`src/include/epb_pkg.sv`:
```
// Shared constants, state types and lane helpers of the external parallel bus port
package epb_pkg;

  // ---------------------------------------------------------------
  // Widths
  // ---------------------------------------------------------------
  localparam int ADDR_W     = 24;             // External address pins
  localparam int DATA_W     = 48;             // External data pins, all lanes
  localparam int BANKS      = 4;              // Memory banks, one select each
  localparam int BANK_IDX_W = 2;              // Bank index width
  localparam int ID_W       = 3;              // Processor identity pins
  localparam int IOP_AW_DEF = 17;             // IO_PROCESSOR_REGS register address width

  // ---------------------------------------------------------------
  // Bank decode: 16M words plain memory, 64M words SDRAM
  // ---------------------------------------------------------------
  localparam int BANK_LSB_MEM = 24;           // Bank field for plain memory
  localparam int BANK_LSB_SDR = 26;           // Bank field for SDRAM
  localparam int REQ_AW       = BANK_LSB_SDR + BANK_IDX_W;
  localparam logic [BANKS-1:0] BANK_NONE = 4'hF;  // No bank selected

  // ---------------------------------------------------------------
  // Data lanes
  // ---------------------------------------------------------------
  localparam logic [DATA_W-1:0] LANE_HI  = 48'hFFFF_FFFF_0000;  // Always present
  localparam logic [DATA_W-1:0] LANE_MID = 48'h0000_0000_FF00;  // Shared with link 1
  localparam logic [DATA_W-1:0] LANE_LO  = 48'h0000_0000_00FF;  // Shared with link 0

  // ---------------------------------------------------------------
  // Configuration codes and reset values
  // ---------------------------------------------------------------
  localparam logic [1:0]      IPACK_NOPACK = 2'h1;   // Full width, no packing
  localparam logic [ID_W-1:0] ID_KEEP_MASK = 3'h6;   // Identity bits that matter
  localparam logic [ID_W-1:0] ID_KEEP_VAL  = 3'h0;   // Identity that enables keepers
  localparam logic            RST_STROBE_N = 1'b1;   // Strobes idle high
  localparam logic            RST_SEL_N    = 1'b1;   // Host select idle high

  // ---------------------------------------------------------------
  // State machines
  // ---------------------------------------------------------------
  typedef enum logic [1:0]
  {
    M_IDLE = 2'b00,
    M_STRB = 2'b01,
    M_END  = 2'b10
  } epb_mst_e;

  typedef enum logic [1:0]
  {
    S_IDLE = 2'b00,
    S_WAIT = 2'b01,
    S_DONE = 2'b10
  } epb_slv_e;

  // Usable data lanes for the current link port use
  function automatic logic [DATA_W-1:0] epb_lanes(input logic l0_use, input logic l1_use);
    logic [DATA_W-1:0] m;
    m = LANE_HI;
    if (!l1_use)
    begin
      m = m | LANE_MID;
    end
    if (!l1_use && !l0_use)
    begin
      m = m | LANE_LO;
    end
    return m;
  endfunction

endpackage

```
`src/design/epb_sync.sv`:
```
// Two-flop synchroniser for asynchronous input levels
`timescale 1ns/100ps
`default_nettype none

module epb_sync
#(
  parameter int   W   = 1,     // Bits to synchronise
  parameter logic RST = 1'b0   // Reset level of both stages
)(
  // Clock and reset
  input  wire logic         clk,
  input  wire logic         nrst,
  input  wire logic         ce,
  // Asynchronous input and synchronised output
  input  wire logic [W-1:0] d_i,
  output var  logic [W-1:0] q_o
);

  logic [W-1:0] meta_q;        // First stage, read only by second stage

  // ---------------------------------------------------------------
  // Two stages
  // ---------------------------------------------------------------
  always_ff @(posedge clk)
  begin
    if (!nrst)
    begin
      meta_q <= {W{RST}};
      q_o    <= {W{RST}};
    end
    else if (ce)
    begin
      meta_q <= d_i;
      q_o    <= meta_q;
    end
  end

endmodule

`default_nettype wire

```
`src/design/epb_keeper.sv`:
```
// Per-bit keeper: remembers the last level driven on a shared pin
`timescale 1ns/100ps
`default_nettype none

module epb_keeper
#(
  parameter int W = 1          // Pins covered
)(
  // Clock and reset
  input  wire logic         clk,
  input  wire logic         nrst,
  input  wire logic         ce,
  // Pin view
  input  wire logic [W-1:0] pin_i,
  input  wire logic [W-1:0] pin_o,
  input  wire logic [W-1:0] pin_oe,
  // Held level
  output var  logic [W-1:0] keep_o
);

  // ---------------------------------------------------------------
  // One holding flop per pin
  // ---------------------------------------------------------------
  for (genvar i = 0; i < W; i++)
  begin : g_bit
    // Own drive wins, otherwise track whatever the wire shows
    always_ff @(posedge clk)
    begin
      if (!nrst)
      begin
        keep_o[i] <= 1'b0;
      end
      else if (ce)
      begin
        keep_o[i] <= pin_oe[i] ? pin_o[i] : pin_i[i];
      end
    end
  end

endmodule

`default_nettype wire

```
`src/design/epb_port.sv`:
```
// External parallel bus port: bus master toward memory, slave for IO_PROCESSOR_REGS registers
`timescale 1ns/100ps
`default_nettype none

module epb_port
  import epb_pkg::*;
#(
  parameter int IOP_AW = IOP_AW_DEF            // IO_PROCESSOR_REGS register address width
)(
  // Clock, reset, clock enable
  input  wire logic                CLK_SYS,
  input  wire logic                NRST,
  input  wire logic                CE,
  // Role and configuration
  input  wire logic                BUS_MASTER,
  input  wire logic [ID_W-1:0]     PROC_ID,
  input  wire logic [1:0]          IPACK,
  input  wire logic                LINK0_USE,
  input  wire logic                LINK1_USE,
  // Core request and response
  input  wire logic                REQ_VALID,
  input  wire logic                REQ_WRITE,
  input  wire logic                REQ_FETCH,
  input  wire logic                REQ_SYNC,
  input  wire logic                REQ_SDRAM,
  input  wire logic                REQ_PEER,
  input  wire logic [REQ_AW-1:0]   REQ_ADDR,
  input  wire logic [DATA_W-1:0]   REQ_WDATA,
  output var  logic                REQ_READY,
  output var  logic                RSP_VALID,
  output var  logic [DATA_W-1:0]   RSP_RDATA,
  output var  logic                RSP_FULL,
  // IO_PROCESSOR_REGS register side
  output var  logic                IOP_REQ,
  output var  logic                IOP_WRITE,
  output var  logic [IOP_AW-1:0]   IOP_ADDR,
  output var  logic [DATA_W-1:0]   IOP_WDATA,
  input  wire logic                IOP_DONE,
  input  wire logic [DATA_W-1:0]   IOP_RDATA,
  // Address and data pins
  input  wire logic [ADDR_W-1:0]   EXT_ADDR_I,
  output var  logic [ADDR_W-1:0]   EXT_ADDR_O,
  output var  logic                EXT_ADDR_OE,
  input  wire logic [DATA_W-1:0]   EXT_DATA_I,
  output var  logic [DATA_W-1:0]   EXT_DATA_O,
  output var  logic [DATA_W-1:0]   EXT_DATA_OE,
  // Bank select and strobe pins
  input  wire logic [BANKS-1:0]    BANK_SEL_N_I,
  output var  logic [BANKS-1:0]    BANK_SEL_N_O,
  output var  logic                BANK_SEL_N_OE,
  input  wire logic                RD_N_I,
  output var  logic                RD_N_O,
  output var  logic                RD_N_OE,
  input  wire logic                WR_N_I,
  output var  logic                WR_N_O,
  output var  logic                WR_N_OE,
  // Acknowledge, suspend and host select
  input  wire logic                ACK_I,
  output var  logic                ACK_O,
  output var  logic                ACK_OE,
  input  wire logic                BUS_SUSPEND_N,
  input  wire logic                HOST_SEL_N,
  // Monitor and keepers
  output var  logic [BANKS-1:0]    BANK_MON,
  output logic                     KEEP_EN,
  output logic [ADDR_W-1:0]        EXT_ADDR_KEEP,
  output logic [DATA_W-1:0]        EXT_DATA_KEEP
);

  // ---------------------------------------------------------------
  // Elaboration check
  // ---------------------------------------------------------------
  if (IOP_AW < 1 || IOP_AW + ID_W >= ADDR_W)
  begin : g_bad_aw
    $error("IOP_AW does not fit the address bus");
  end

  // ---------------------------------------------------------------
  // Declarations
  // ---------------------------------------------------------------
  epb_mst_e            m_q;            // Master state
  epb_slv_e            s_q;            // Slave state
  logic                wr_q;           // Held access is a write
  logic                sync_q;         // Held access is synchronous
  logic [DATA_W-1:0]   mask_q;         // Held data lanes
  logic                host_sel_n_s;   // Synchronised host select
  logic [BANK_IDX_W-1:0] req_bank_idx; // Bank field of request
  logic                req_bank_ok;    // Request hits a bank
  logic [BANKS-1:0]    req_bank_n;     // Decoded request selects
  logic                req_full;       // Request is an unpacked fetch
  logic [DATA_W-1:0]   req_mask;       // Lanes of the request
  logic [DATA_W-1:0]   cur_lanes;      // Lanes free of link ports
  logic                acc;            // Request taken this cycle
  logic                ack_ok;         // Acknowledge seen, not suspended
  logic                m_busy_nx;      // Master owns address next cycle
  logic                wr_nx;          // Write flag next cycle
  logic [DATA_W-1:0]   mask_nx;        // Lanes next cycle
  logic                iop_hit;        // Slave access aimed at us
  logic                s_start;        // Slave access begins
  logic                s_done_nx;      // Slave drives answer next cycle

  // Host select arrives asynchronously
  epb_sync #(.W(1), .RST(RST_SEL_N)) u_sel_sync
  (
    .clk  (CLK_SYS),
    .nrst (NRST),
    .ce   (CE),
    .d_i  (HOST_SEL_N),
    .q_o  (host_sel_n_s)
  );

  // ---------------------------------------------------------------
  // Request decode
  // ---------------------------------------------------------------
  // Bank field sits higher for SDRAM: 64M instead of 16M words
  assign req_bank_idx = REQ_SDRAM ? REQ_ADDR[BANK_LSB_SDR +: BANK_IDX_W]
                                  : REQ_ADDR[BANK_LSB_MEM +: BANK_IDX_W];
  // Peer IO_PROCESSOR_REGS accesses carry no bank select
  assign req_bank_ok  = !REQ_PEER && (REQ_SDRAM || REQ_ADDR[BANK_LSB_SDR +: BANK_IDX_W] == '0);

  // One active-low select per bank from upper address bits
  for (genvar b = 0; b < BANKS; b++)
  begin : g_bank
    assign req_bank_n[b] = !(req_bank_ok && req_bank_idx == BANK_IDX_W'(b));
  end

  // Extra lanes only when link ports leave them free
  assign cur_lanes = epb_lanes(LINK0_USE, LINK1_USE);
  // Unpacked full-width fetch needs packing code and all lanes
  assign req_full  = REQ_FETCH && IPACK == IPACK_NOPACK && (&cur_lanes);
  // Otherwise fetches use the upper lines only, data the upper lines plus free lanes
  assign req_mask  = (REQ_FETCH && !req_full) ? LANE_HI : cur_lanes;

  assign acc       = m_q == M_IDLE && s_q == S_IDLE && REQ_VALID && REQ_READY
                     && BUS_MASTER && BUS_SUSPEND_N;
  // Outside party stretches the access by holding acknowledge low
  assign ack_ok    = ACK_I && BUS_SUSPEND_N;
  assign m_busy_nx = acc || (m_q == M_STRB && !(ack_ok && sync_q));
  assign wr_nx     = acc ? REQ_WRITE : wr_q;
  assign mask_nx   = acc ? req_mask : mask_q;

  // ---------------------------------------------------------------
  // Master state, address, selects and strobes
  // ---------------------------------------------------------------
  always_ff @(posedge CLK_SYS)
  begin
    if (!NRST)
    begin
      // Idle with strobes high
      m_q          <= M_IDLE;
      RD_N_O       <= RST_STROBE_N;
      WR_N_O       <= RST_STROBE_N;
      BANK_SEL_N_O <= BANK_NONE;
      EXT_ADDR_O   <= '0;
      wr_q         <= 1'b0;
      sync_q       <= 1'b0;
      mask_q       <= '0;
      RSP_FULL     <= 1'b0;
    end
    else if (CE)
    begin
      unique case (m_q)
        M_IDLE:
        begin
          // Address, select and strobe start together
          if (acc)
          begin
            m_q          <= M_STRB;
            EXT_ADDR_O   <= REQ_ADDR[ADDR_W-1:0];
            BANK_SEL_N_O <= req_bank_n;
            RD_N_O       <= REQ_WRITE;
            WR_N_O       <= !REQ_WRITE;
            wr_q         <= REQ_WRITE;
            sync_q       <= REQ_SYNC;
            mask_q       <= req_mask;
            RSP_FULL     <= req_full;
          end
        end
        M_STRB:
        begin
          // Address and select frozen until acknowledge
          if (ack_ok)
          begin
            RD_N_O <= 1'b1;
            WR_N_O <= 1'b1;
            if (sync_q)
            begin
              // Select drops after the acknowledged cycle
              BANK_SEL_N_O <= BANK_NONE;
              m_q          <= M_IDLE;
            end
            else
            begin
              m_q <= M_END;
            end
          end
        end
        M_END:
        begin
          // Select releases with the address drive
          BANK_SEL_N_O <= BANK_NONE;
          m_q          <= M_IDLE;
        end
        default:
        begin
          m_q <= M_IDLE;
        end
      endcase
    end
  end

  // ---------------------------------------------------------------
  // Pin enables, ready and response
  // ---------------------------------------------------------------
  always_ff @(posedge CLK_SYS)
  begin
    if (!NRST)
    begin
      EXT_ADDR_OE <= 1'b0;
      RD_N_OE     <= 1'b0;
      REQ_READY   <= 1'b0;
      RSP_VALID   <= 1'b0;
      RSP_RDATA   <= '0;
    end
    else if (CE)
    begin
      // Floated while suspended or slave; address is then input
      EXT_ADDR_OE <= BUS_MASTER && BUS_SUSPEND_N && m_busy_nx;
      // Only the master drives strobes and selects
      RD_N_OE     <= BUS_MASTER && BUS_SUSPEND_N;
      REQ_READY   <= !m_busy_nx && !(m_q == M_STRB);
      RSP_VALID   <= m_q == M_STRB && ack_ok && !wr_q;
      if (m_q == M_STRB && ack_ok && !wr_q)
      begin
        RSP_RDATA <= EXT_DATA_I & mask_q;
      end
    end
  end

  assign WR_N_OE       = RD_N_OE;
  assign BANK_SEL_N_OE = RD_N_OE;

  // ---------------------------------------------------------------
  // Data pins: master write data or slave read answer
  // ---------------------------------------------------------------
  assign s_done_nx = (s_q == S_WAIT && IOP_DONE) || (s_q == S_DONE && !(RD_N_I && WR_N_I));

  always_ff @(posedge CLK_SYS)
  begin
    if (!NRST)
    begin
      EXT_DATA_O  <= '0;
      EXT_DATA_OE <= '0;
    end
    else if (CE)
    begin
      // Write data held for the whole strobe
      if (acc && REQ_WRITE)
      begin
        EXT_DATA_O <= REQ_WDATA & req_mask;
      end
      else if (s_q == S_WAIT && IOP_DONE && !IOP_WRITE)
      begin
        EXT_DATA_O <= IOP_RDATA & cur_lanes;
      end
      // Lanes driven per mode
      if (BUS_MASTER && BUS_SUSPEND_N && m_busy_nx && wr_nx)
      begin
        EXT_DATA_OE <= mask_nx;
      end
      else if (!BUS_MASTER && BUS_SUSPEND_N && s_done_nx && !IOP_WRITE)
      begin
        EXT_DATA_OE <= cur_lanes;
      end
      else
      begin
        EXT_DATA_OE <= '0;
      end
    end
  end

  // ---------------------------------------------------------------
  // Slave access to our IO_PROCESSOR_REGS registers
  // ---------------------------------------------------------------
  // Selected by host, or by our identity in the IO_PROCESSOR_REGS address space
  assign iop_hit = !host_sel_n_s
                   || (EXT_ADDR_I[ADDR_W-1:IOP_AW+ID_W] == '0
                       && EXT_ADDR_I[IOP_AW +: ID_W] == PROC_ID && (&BANK_SEL_N_I));
  // Outside party owns the strobes
  assign s_start = s_q == S_IDLE && !BUS_MASTER && iop_hit && !(RD_N_I && WR_N_I);

  always_ff @(posedge CLK_SYS)
  begin
    if (!NRST)
    begin
      s_q       <= S_IDLE;
      IOP_REQ   <= 1'b0;
      IOP_WRITE <= 1'b0;
      IOP_ADDR  <= '0;
      IOP_WDATA <= '0;
      ACK_O     <= 1'b1;
      ACK_OE    <= 1'b0;
    end
    else if (CE)
    begin
      IOP_REQ <= 1'b0;
      unique case (s_q)
        S_IDLE:
        begin
          // Address taken as input
          if (s_start)
          begin
            s_q       <= S_WAIT;
            IOP_REQ   <= 1'b1;
            IOP_WRITE <= !WR_N_I;
            IOP_ADDR  <= EXT_ADDR_I[IOP_AW-1:0];
            IOP_WDATA <= EXT_DATA_I & cur_lanes;
            ACK_OE    <= 1'b1;
            ACK_O     <= 1'b0;
          end
        end
        S_WAIT:
        begin
          // Wait states by holding acknowledge low
          if (IOP_DONE)
          begin
            s_q   <= S_DONE;
            ACK_O <= 1'b1;
          end
        end
        S_DONE:
        begin
          // Release once both strobes are back high
          if (RD_N_I && WR_N_I)
          begin
            s_q    <= S_IDLE;
            ACK_OE <= 1'b0;
          end
        end
        default:
        begin
          s_q <= S_IDLE;
        end
      endcase
    end
  end

  // ---------------------------------------------------------------
  // Bank select monitor and keeper enable
  // ---------------------------------------------------------------
  always_ff @(posedge CLK_SYS)
  begin
    if (!NRST)
    begin
      BANK_MON <= BANK_NONE;
      KEEP_EN  <= 1'b0;
    end
    else if (CE)
    begin
      // Follow the master's selects while slave
      if (!BUS_MASTER)
      begin
        BANK_MON <= BANK_SEL_N_I;
      end
      // Keepers only on identity 00x
      KEEP_EN <= (PROC_ID & ID_KEEP_MASK) == ID_KEEP_VAL;
    end
  end

  // Last driven level of address and data pins
  epb_keeper #(.W(ADDR_W)) u_addr_keep
  (
    .clk    (CLK_SYS),
    .nrst   (NRST),
    .ce     (CE),
    .pin_i  (EXT_ADDR_I),
    .pin_o  (EXT_ADDR_O),
    .pin_oe ({ADDR_W{EXT_ADDR_OE}}),
    .keep_o (EXT_ADDR_KEEP)
  );

  epb_keeper #(.W(DATA_W)) u_data_keep
  (
    .clk    (CLK_SYS),
    .nrst   (NRST),
    .ce     (CE),
    .pin_i  (EXT_DATA_I),
    .pin_o  (EXT_DATA_O),
    .pin_oe (EXT_DATA_OE),
    .keep_o (EXT_DATA_KEEP)
  );

  // ---------------------------------------------------------------
  // Assertions
  // ---------------------------------------------------------------
  a_slave_addr_in: assert property (
    @(posedge CLK_SYS) disable iff (!NRST)
    (CE && !BUS_MASTER) |=> !EXT_ADDR_OE && !RD_N_OE && !WR_N_OE)
    else $error("pins driven while slave");
  a_suspend_float: assert property (
    @(posedge CLK_SYS) disable iff (!NRST)
    (CE && !BUS_SUSPEND_N) |=> !EXT_ADDR_OE && !BANK_SEL_N_OE && !RD_N_OE)
    else $error("pins driven while suspended");
  a_strobe_stable: assert property (
    @(posedge CLK_SYS) disable iff (!NRST)
    ((!RD_N_O || !WR_N_O) && $past(!RD_N_O || !WR_N_O))
      |-> $stable(EXT_ADDR_O) && $stable(BANK_SEL_N_O) && $stable(EXT_DATA_O))
    else $error("address or data moved under strobe");
  a_sync_release: assert property (
    @(posedge CLK_SYS) disable iff (!NRST)
    (CE && m_q == M_STRB && sync_q && ack_ok)
      |=> BANK_SEL_N_O == BANK_NONE && RD_N_O && WR_N_O && !EXT_ADDR_OE)
    else $error("synchronous select not released");
  a_async_hold: assert property (
    @(posedge CLK_SYS) disable iff (!NRST)
    (CE && m_q == M_STRB && !sync_q && ack_ok)
      |=> $stable(BANK_SEL_N_O) && RD_N_O && WR_N_O)
    else $error("asynchronous select left before address");
  a_bank_decode: assert property (
    @(posedge CLK_SYS) disable iff (!NRST)
    (CE && acc) |=> BANK_SEL_N_O == $past(req_bank_n) && $countones(~BANK_SEL_N_O) <= 1)
    else $error("bank select decode wrong");
  a_ack_wait: assert property (
    @(posedge CLK_SYS) disable iff (!NRST)
    (CE && s_start) |=> (ACK_OE && !ACK_O) throughout (s_q == S_WAIT))
    else $error("acknowledge not held low");
  a_keep_enable: assert property (
    @(posedge CLK_SYS) disable iff (!NRST)
    CE |=> KEEP_EN == (($past(PROC_ID) & ID_KEEP_MASK) == ID_KEEP_VAL))
    else $error("keeper enable wrong");
  a_full_fetch: assert property (
    @(posedge CLK_SYS) disable iff (!NRST)
    (CE && acc) |=> RSP_FULL == $past(req_full))
    else $error("full width fetch flag wrong");
  a_reset_idle: assert property (
    @(posedge CLK_SYS)
    !NRST |=> RD_N_O && WR_N_O && m_q == M_IDLE && !ACK_OE)
    else $error("not idle after reset");

endmodule

`default_nettype wire

```
`config.mk`:
```
export PLATFORM = sky130hd
export DESIGN_NAME = epb_port
export DESIGN_NICKNAME = d
export VERILOG_FILES = /design/src/include/epb_pkg.sv /design/src/design/epb_sync.sv /design/src/design/epb_keeper.sv /design/src/design/epb_port.sv
export SDC_FILE = /design/constraint.sdc
export NUM_CORES = 1
export LEC_CHECK = 0
export BUFFER_PORTS_ARGS = -buffer_cell sky130_fd_sc_hd__buf_2
export CORE_AREA = 2 2 211 213
export CTS_BUF_LIST = sky130_fd_sc_hd__clkbuf_16
export CTS_CLUSTER_DIAMETER = 50
export DETAILED_ROUTE_END_ITERATION = 10
export DIE_AREA = 0 0 213 215
export MAX_ROUTING_LAYER = met4
export SLEW_MARGIN = 10
export SYNTH_ARGS = -nofsm -noshare
export SYNTH_HDL_FRONTEND = slang
export SYNTH_HIERARCHICAL = 1
export SYNTH_SLANG_ARGS = --single-unit
```
`constraint.sdc`:
```
create_clock -name CLK_SYS -period 6.5 [get_ports CLK_SYS]
set_clock_uncertainty 0.2 [all_clocks]
set_input_delay 0.65 -clock CLK_SYS [delete_from_list [all_inputs] [get_ports CLK_SYS]]
set_output_delay 0.65 -clock CLK_SYS [all_outputs]
set_load 0.03 [all_outputs]
```
==> results of run 1 <==
==> worst max-delay path, cell delays in order, from the launching register on <==
cell	delay (ns)
dfxtp_1	0.32
inv_1	0.10
ha_1	0.42
and4b_1	0.30
and3_2	0.80
and3_4	0.88
nand2_1	0.35
a21boi_0	0.25
==> synth_stat cells, drive strengths merged <==
cell type	number
dfxtp	381
nand2	245
o21ai	222
a21oi	126
mux2i	117
nand3	102
a21boi	85
buf	73
clkbuf	68
o21a	45
o211a	33
nor2	26
a221oi	16
o221a	16
nand4b	11
nor2b	10
nand4	9
inv	6
ha	4
nor3	4
a21o	3
a31oi	3
and3	3
xor2	3
a31o	2
and2	2
mux2	2
nand2b	2
o22a	2
o31ai	2
or4b	2
a2111o	1
a211oi	1
a32oi	1
and4	1
and4b	1
nor4	1
nor4b	1
o22ai	1
or2	1
or3b	1
or4	1
==> report_power, final <==
group / internal [mW] / leakage (nW) / switching (mW)
Sequential: 2.40 / 3.10 / 0.0496
Clock: 1.42 / 0.707 / 1.01
Combinational: 0.166 / 4.77 / 0.322
==> layer usage <==
layer,up-vias,track usage [%]
li1,6746,-
met3,94,5.25
met5,-,-
met2,493,37.7
met1,6659,26.4
met4,0,9.18
==> final cells by class <==
class	count	area share, %
flip-flops and latches	381	39.3
well taps	592	3.82
diodes	6	0.0773
inverters	6	0.116
clock inverters	34	1.42
clock buffers	45	5.80
multi-input cells	1108	34.9
repair buffers	557	14.6
==> logic make-up after synthesis <==
group	count (synthesis)
AOI/OAI and AO/OA	559
xor gates and xnor gates	3
adders and majority gates	4
buffers and inverters	147
DFF	381
muxes	119
and+or+nand+nor	423
==> state kept, by name (all words and copies together), names as in the netlist, 2 cells and up <==
register and count:
u_addr_keep/keep_o 24, IOP_ADDR 17, EXT_DATA_O 48, s_q 2, EXT_ADDR_O 24, EXT_DATA_OE 48, u_data_keep/keep_o 48, mask_q 48
m_q 2, BANK_SEL_N_O 4, RSP_RDATA 48, IOP_WDATA 48, BANK_MON 4
==> per-stage QoR <==
step	utilization [%]	hold WS [ns]	total power, mW	setup WS, ns	instances
after floorplan	-	0.240	2.78	4.20	1636
after global placement	41.2	0.235	2.98	2.82	2644
after detailed placement	41.2	0.242	2.99	2.69	2644
after CTS	44.4	0.0877	5.42	2.73	2723
after global routing	44.5	0.118	5.55	2.50	2727
final	44.5	0.124	5.37	2.78	2729
==> final timing paths <==
check                   to  cells after the start  slack, ns
min reg2reg  RSP_RDATA[42]                      2       0.25
max reg2reg     mask_q[12]                      7       2.78
min            BANK_MON[0]                      3       0.12
max             mask_q[12]                      7       2.78
==> results.md, run 1 <==
- Summing the areas of all and, or, nand and nor instances in the mapped netlist gives 12.6% of the synthesized area.
- In this run, CTS created clock tree buffers numbering 45.
- In the layout the commonest cells are buf_2, dfxtp_1, nand2_1.
- The area growth from synthesis to final layout is 28.5%.
- The critical path is of the reg2reg type.
- The maximum clock frequency is 269 MHz.
- After the last flow step, the layout net total stands at 2326.
- The required arrival time at the worst endpoint is 6.78 ns.
- The number of different library cells used by synthesis comes to 55.
- After detailed routing, the number of remaining DRC violations is 0.
- The root buffer cell chosen for the clock tree is clkbuf_16.
- The hold buffer count at CTS is 0.
- The final hold violation count is 0.
- The vertical die dimension is 215 um.
- The multi-input combinational cells in the finished layout cover a total of 0.00677 mm^2.
- Summing the areas of all compound-gate instances in the mapped netlist gives 23.5% of the synthesized area.
- The congestion estimate from routability-driven global placement came to 0.950.
- The slew at the pin closest to its max-slew limit is 1.02 ns.
- Setup violations remaining at the end of the flow were counted as 0.
- The number of iterations in the first detailed-routing pass is 5.
- The starting density of the core is 34.6%.
- Sorting the synthesized cells by area gives the leading types as dfxtp_1, mux2i_1, o21ai_0.
- The floorplan step defined a core boundary enclosing 0.0436 mm^2.
- The cell count after synthesis is 1636.
- The area share of the largest cell type after synthesis is 50.5%.
- The final design area excluding fillers is 0.0194 mm^2.
- The mean number of vias per cell is 5.13.
- The via count of the first global-routing pass was 13518.
- The most frequent standard cell in the layout excluding fill and tap cells is buf_2.
- During placement, the flow inserted port buffers numbering 549.
- The worst hold path class is in2reg.
- The worst register-to-register path begins at m_q[1].
- TritonCTS built the clock tree.
- Entering global routing, the biggest net connects 215 pins.
- Sequential elements use 50.5% of the synthesized area.
- The initial antenna violation count came to 4.
- Setup repair after global routing left no endpoint under its margin.
- The worst setup path is captured at a flip-flop.
- The clock slew at the register clock pins of the worst setup and hold paths is 0.06 ns.
- After detailed routing, the wire length on met1 is 21800 um.
- After filler insertion, the fill cell instance count of the layout stands at 4397.
- The start point of the critical path is m_q[1].
- Counting every sink on the clock net gives 381.
- The number of pins exceeding their max-slew limit in the final report is 0.
- For this design the top-level I/O count stands at 550.
- The routed design uses 3790 um of met3 wire.
- The largest total area in the synthesized netlist belongs to dfxtp_1.
- The row count is 77.
- For this run, the total global-route usage over all layers was measured as 22.8%.
- The worst relative slew slack is 31.5%.
- The setup TNS is 0 ns.
- The cell leakage power is 8.58 nW.
- The number of nets in the synthesized netlist is 1863.
- In the finished design, the share of the clock period the worst path needs comes to 57.2%.
- Buffers added to address setup during post-CTS repair amount to 0.
- The die area is 0.0458 mm^2.
- The kind of start point of the critical path is a flip-flop.
- The number of vias after detailed routing is 13992.
- The routed wire length on met2 is 25300 um.
- The number of synthesized register bits is 381.
- The largest vdd supply drop is 0.194 mV.
- The detail route stage leaves a number of antenna-violating nets equal to 0.
- The total placed instance area is 0.0180 mm^2.
- After synthesis, the share of cell area in mux cells is 7.90%.
- The overall routed net length is 52800 um.
- The number of DRC markers in iteration 0 is 862.
- The final critical path time including I/O delays and setup is 3.72 ns.
- The quantity of gates resized following cts is 0.
- After Yosys synthesis, XOR and XNOR cells account for 0.174% of the synthesized area.
- Of the cells placed in the final design, the portion with a size suffix greater than 1 is 31.2%.
- In this run the most critical hold path is launched from BANK_SEL_N_I[0].
- The number of synthesis warnings is 6.
- At the later pin of the worst-skew pair, clock insertion delay measures 0.56 ns.
- The width of the die is 213 um.
- Across the whole layout, storage elements account for 0.00763 mm^2.
- No sink is reached through more buffers than the 3 on the longest clock path.
- The run finished with clean final reports.
- The HPWL reported at the end of detailed placement is 37400 um.
- The reported max-cap violation count is 0.
- The detailed router used layers up to and including met4.
- The average cell area after synthesis is 9.24 um^2.
- After synthesis, the largest family of logic cells by area is compound AO/OA/AOI/OAI gates.
- Global routing finished with a remaining overflow of 0.
- The synthesized cell area is 0.0151 mm^2.
- The data arrival at the endpoint of the critical path is 4.00 ns.
- The number of levels in the clock H-tree is 2.
- The power density normalized to cell area is 276 mW/mm^2.
- The largest driver fanout on the critical path is 67.
- The average wire per cell in the routed design is 19.3 um.
- The first global-routing pass estimated 78700 um of wire.
- Summing the areas of all fa, ha and maj instances in the mapped netlist gives 0.331% of the synthesized area.
Note: power is estimated with default switching activity, not from simulation.
==> inputs of run 2 (changes only) <==
--- a/config.mk
+++ b/config.mk
@@ -6,11 +6,11 @@
 export NUM_CORES = 1
 export LEC_CHECK = 0
 export BUFFER_PORTS_ARGS = -buffer_cell sky130_fd_sc_hd__buf_2
-export CORE_AREA = 2 2 211 213
+export CORE_AREA = 2 2 216 218
 export CTS_BUF_LIST = sky130_fd_sc_hd__clkbuf_16
 export CTS_CLUSTER_DIAMETER = 50
 export DETAILED_ROUTE_END_ITERATION = 10
-export DIE_AREA = 0 0 213 215
+export DIE_AREA = 0 0 218 220
 export MAX_ROUTING_LAYER = met4
 export SLEW_MARGIN = 10
 export SYNTH_ARGS = -nofsm -noshare
==> constraint.sdc (replaced) <==
create_clock -name CLK_SYS -period 3.1 [get_ports CLK_SYS]
set_clock_uncertainty 0.2 [all_clocks]
set_input_delay 0.31 -clock CLK_SYS [delete_from_list [all_inputs] [get_ports CLK_SYS]]
set_output_delay 0.31 -clock CLK_SYS [all_outputs]
set_load 0.03 [all_outputs]
==> results.md, run 2 (synthesis gave the netlist of run 1 again) <==
- The routed wire length on met2 is 27400 um (+8.3%).
- The required arrival time at the worst endpoint is 3.35 ns (-3.43 ns).
- The maximum clock frequency is 342 MHz (+27%).
- The number of levels in the clock H-tree is 2 (unchanged).
- The power density normalized to cell area is 529 mW/mm^2 (+91%).
- The clock root buffer master is clkbuf_16.
- The total placed cells including tap cells is 2688 (+1.7%).
- The clock latency on the worst-skew pair is 0.57 ns (about the same).
- The ratio of cells with drive above 1 in the final layout was 29.2% (-2.0 points).
- The HPWL reported at the end of detailed placement is 38500 um (+2.9%).
- The total placed instance area came to 0.0183 mm^2 (+1.9%).
- The total number of nets in the final design is 2582 (+11%).
- Setup repair after global routing left no endpoint under its margin.
- The flow ran to the end, and the final reports show no timing, DRC or antenna violations.
- The largest vdd supply drop is 0.350 mV (+80%).
- The worst hold path belongs to the class in2reg.
- The number of sinks handled by clock tree synthesis was 381 (unchanged).
- Traced cell by cell, the critical path runs through inv_1 -> ha_1 -> and4b_1 -> and4_4 -> buf_12 -> mux2i_1 -> dlygate4sd3_1 -> nand2_1 -> o211a_1.
- The number of DRC markers in iteration 0 is 866 (+0.46%).
- The number of buffers on the longest clock path was 3 (unchanged).
- The vertical die dimension came to 220 um (+2.3%).
- The setup TNS is 0 ns (unchanged).
- The count of placed standard cells in the final layout, fillers left out is 3001 (+10%).
- The via count of the first global-routing pass was 14970 (+11%).
- The final hold violation count is 0 (unchanged).
- The final design area excluding fillers is 0.0221 mm^2 (+14%).
- The data arrival at the endpoint of the critical path was 3.18 ns (-0.82 ns).
- The largest delay contributor family on the critical path is buffers and inverters.
- The kind of start point of the critical path is a flip-flop.
- The number of vias after detailed routing is 15254 (+9.0%).
- The detailed-routing wirelength on met1 came to 22800 um (+4.5%).
- The number of buffers inserted during clock tree synthesis is 47 (+4.4%).
- The reported max-cap violation count came to 0 (unchanged).
- The worst setup path is captured at a flip-flop.
- The starting density of the core is 32.9% (-1.7 points).
- The die area is 0.0480 mm^2 (+4.7%).
- The highest metal layer with signal wires is met4.
- The post-CTS setup buffer count came to 0 (unchanged).
- The average wire per cell in the routed design is 19.0 um (-2.0%).
- The count of boundary I/O pins was 550 (unchanged).
- The mean number of vias per cell came to 5.08 (-0.86%).
- The number of pins exceeding their max-slew limit in the final report was 0 (unchanged).
- The cell leakage power is 9.76 nW (+14%).
- The final weighted congestion in routability-driven placement is 0.922 (-2.9%).
- The TritonCTS clock tree is built.
- The count of buffers inserted at the top-level ports is 549 (unchanged).
- The DRC violation count after routing is 0 (unchanged).
- The startpoint-to-endpoint class of the critical path is reg2reg.
- The row count was 79 (+2.6%).
- The final critical path time including I/O delays and setup is 2.93 ns (-0.794 ns).
- The worst relative slew slack was 39.6% (+8.0 points).
- The area growth from synthesis to final layout is 46.3%.
- The count of endpoints failing setup in the final report was 0 (unchanged).
- The width of the die is 218 um (+2.3%).
- The total routing usage reported by global routing was 23.2% (+0.48 points).
- The clock slew at the register clock pins of the worst setup and hold paths came to 0.06 ns (about the same).
- The largest driver fanout on the critical path is 34 (-49%).
- The count of nets left with antenna violations after detail routing came to 0 (unchanged).
- The total length of routed met3 wires is 4240 um (+12%).
- The initial antenna violation count was 1 (-3).
- The total core area was 0.0459 mm^2 (+5.1%).
- The most frequent standard cell in the layout excluding fill and tap cells is buf_2.
- The first-pass GRT wire length came to 84500 um (+7.4%).
- The share of the clock period used by the worst path after layout is 94.4% (+37 points).
- The overall routed net length came to 56900 um (+7.8%).
- The total congestion overflow came to 0 (unchanged).
- The slew at the pin closest to its max-slew limit is 0.905 ns (-0.119 ns).
- The cell type of the slowest stage on the worst timing path is dlygate4sd3_1.
- The worst stage delay on the critical path came to 0.60 ns (-0.28 ns).
- The number of iterations in the first detailed-routing pass is 6 (+1).
- The top cell types in the final layout, fill and taps aside, are buf_2, dfxtp_1, nand2_1.
- The pin count of the biggest net entering global routing is 134 (-38%).
- The worst path buffer plus inverter count is 3 (+2).
run 2: path summary, 6_finish.rpt:
kind | start | end | slack (ns) | cells after the start
setup / recovery | m_q[1] | EXT_DATA_O[26] | 0.17 | 9
hold / removal | REQ_SDRAM | BANK_SEL_N_O[3] | 0.04 | 6
hold reg to reg | RSP_RDATA[40] | RSP_RDATA[40] | 0.25 | 2
setup reg to reg | m_q[1] | EXT_DATA_O[26] | 0.17 | 9
run 2: layer usage:
layer | up-vias | global-route usage (%)
met3 | 130 | 5.09
met4 | 0 | 11.2
li1 | 7270 | -
met5 | - | -
met1 | 7234 | 26.2
met2 | 620 | 39.1
run 2: power by group:
part	switching [mW]	internal, mW	total [mW]
sequential	0.100	5.03	5.13
combinational	0.740	0.543	1.28
clock	2.22	3.06	5.27
total	3.06	8.63	11.7
run 2: worst min-delay path, delay by kind of cell:
family          cells  cell delay [ns]
buf+inv             1             0.13
simple gates        3             0.20
compound gates      1             0.07
mux                 1             0.06
run 2: repair_timing:
item	in CTS	in global routing
endpoints found under the setup margin	0	13
hold buffers	226	0
hold endpoints to repair	278	0
resized for setup	0	6
run 2: area by class of cell:
| cell class | count | area (um^2) |
|---|---|---|
| diodes | 1 | 2.50 |
| clock buffers | 49 | 1230 |
| clock inverters | 38 | 270 |
| fillers | 4264 | 23800 |
| inverters | 6 | 22.5 |
| multi-input cells | 1108 | 6790 |
| flip-flops and latches | 381 | 7630 |
| well taps | 607 | 759 |
| repair buffers | 811 | 5410 |
run 2: stage by stage:
step	setup slack [ns]	hold WS (ns)	power, mW	utilization, %
after floorplan	0.795	0.172	5.83	-
after global placement	0.599	0.233	6.27	40.0
after detailed placement	0.552	0.239	6.28	40.0
after CTS	0.0165	0.0142	11.8	48.2
after global routing	0.0559	0.0496	12.1	48.2
final	0.173	0.0421	11.7	48.2
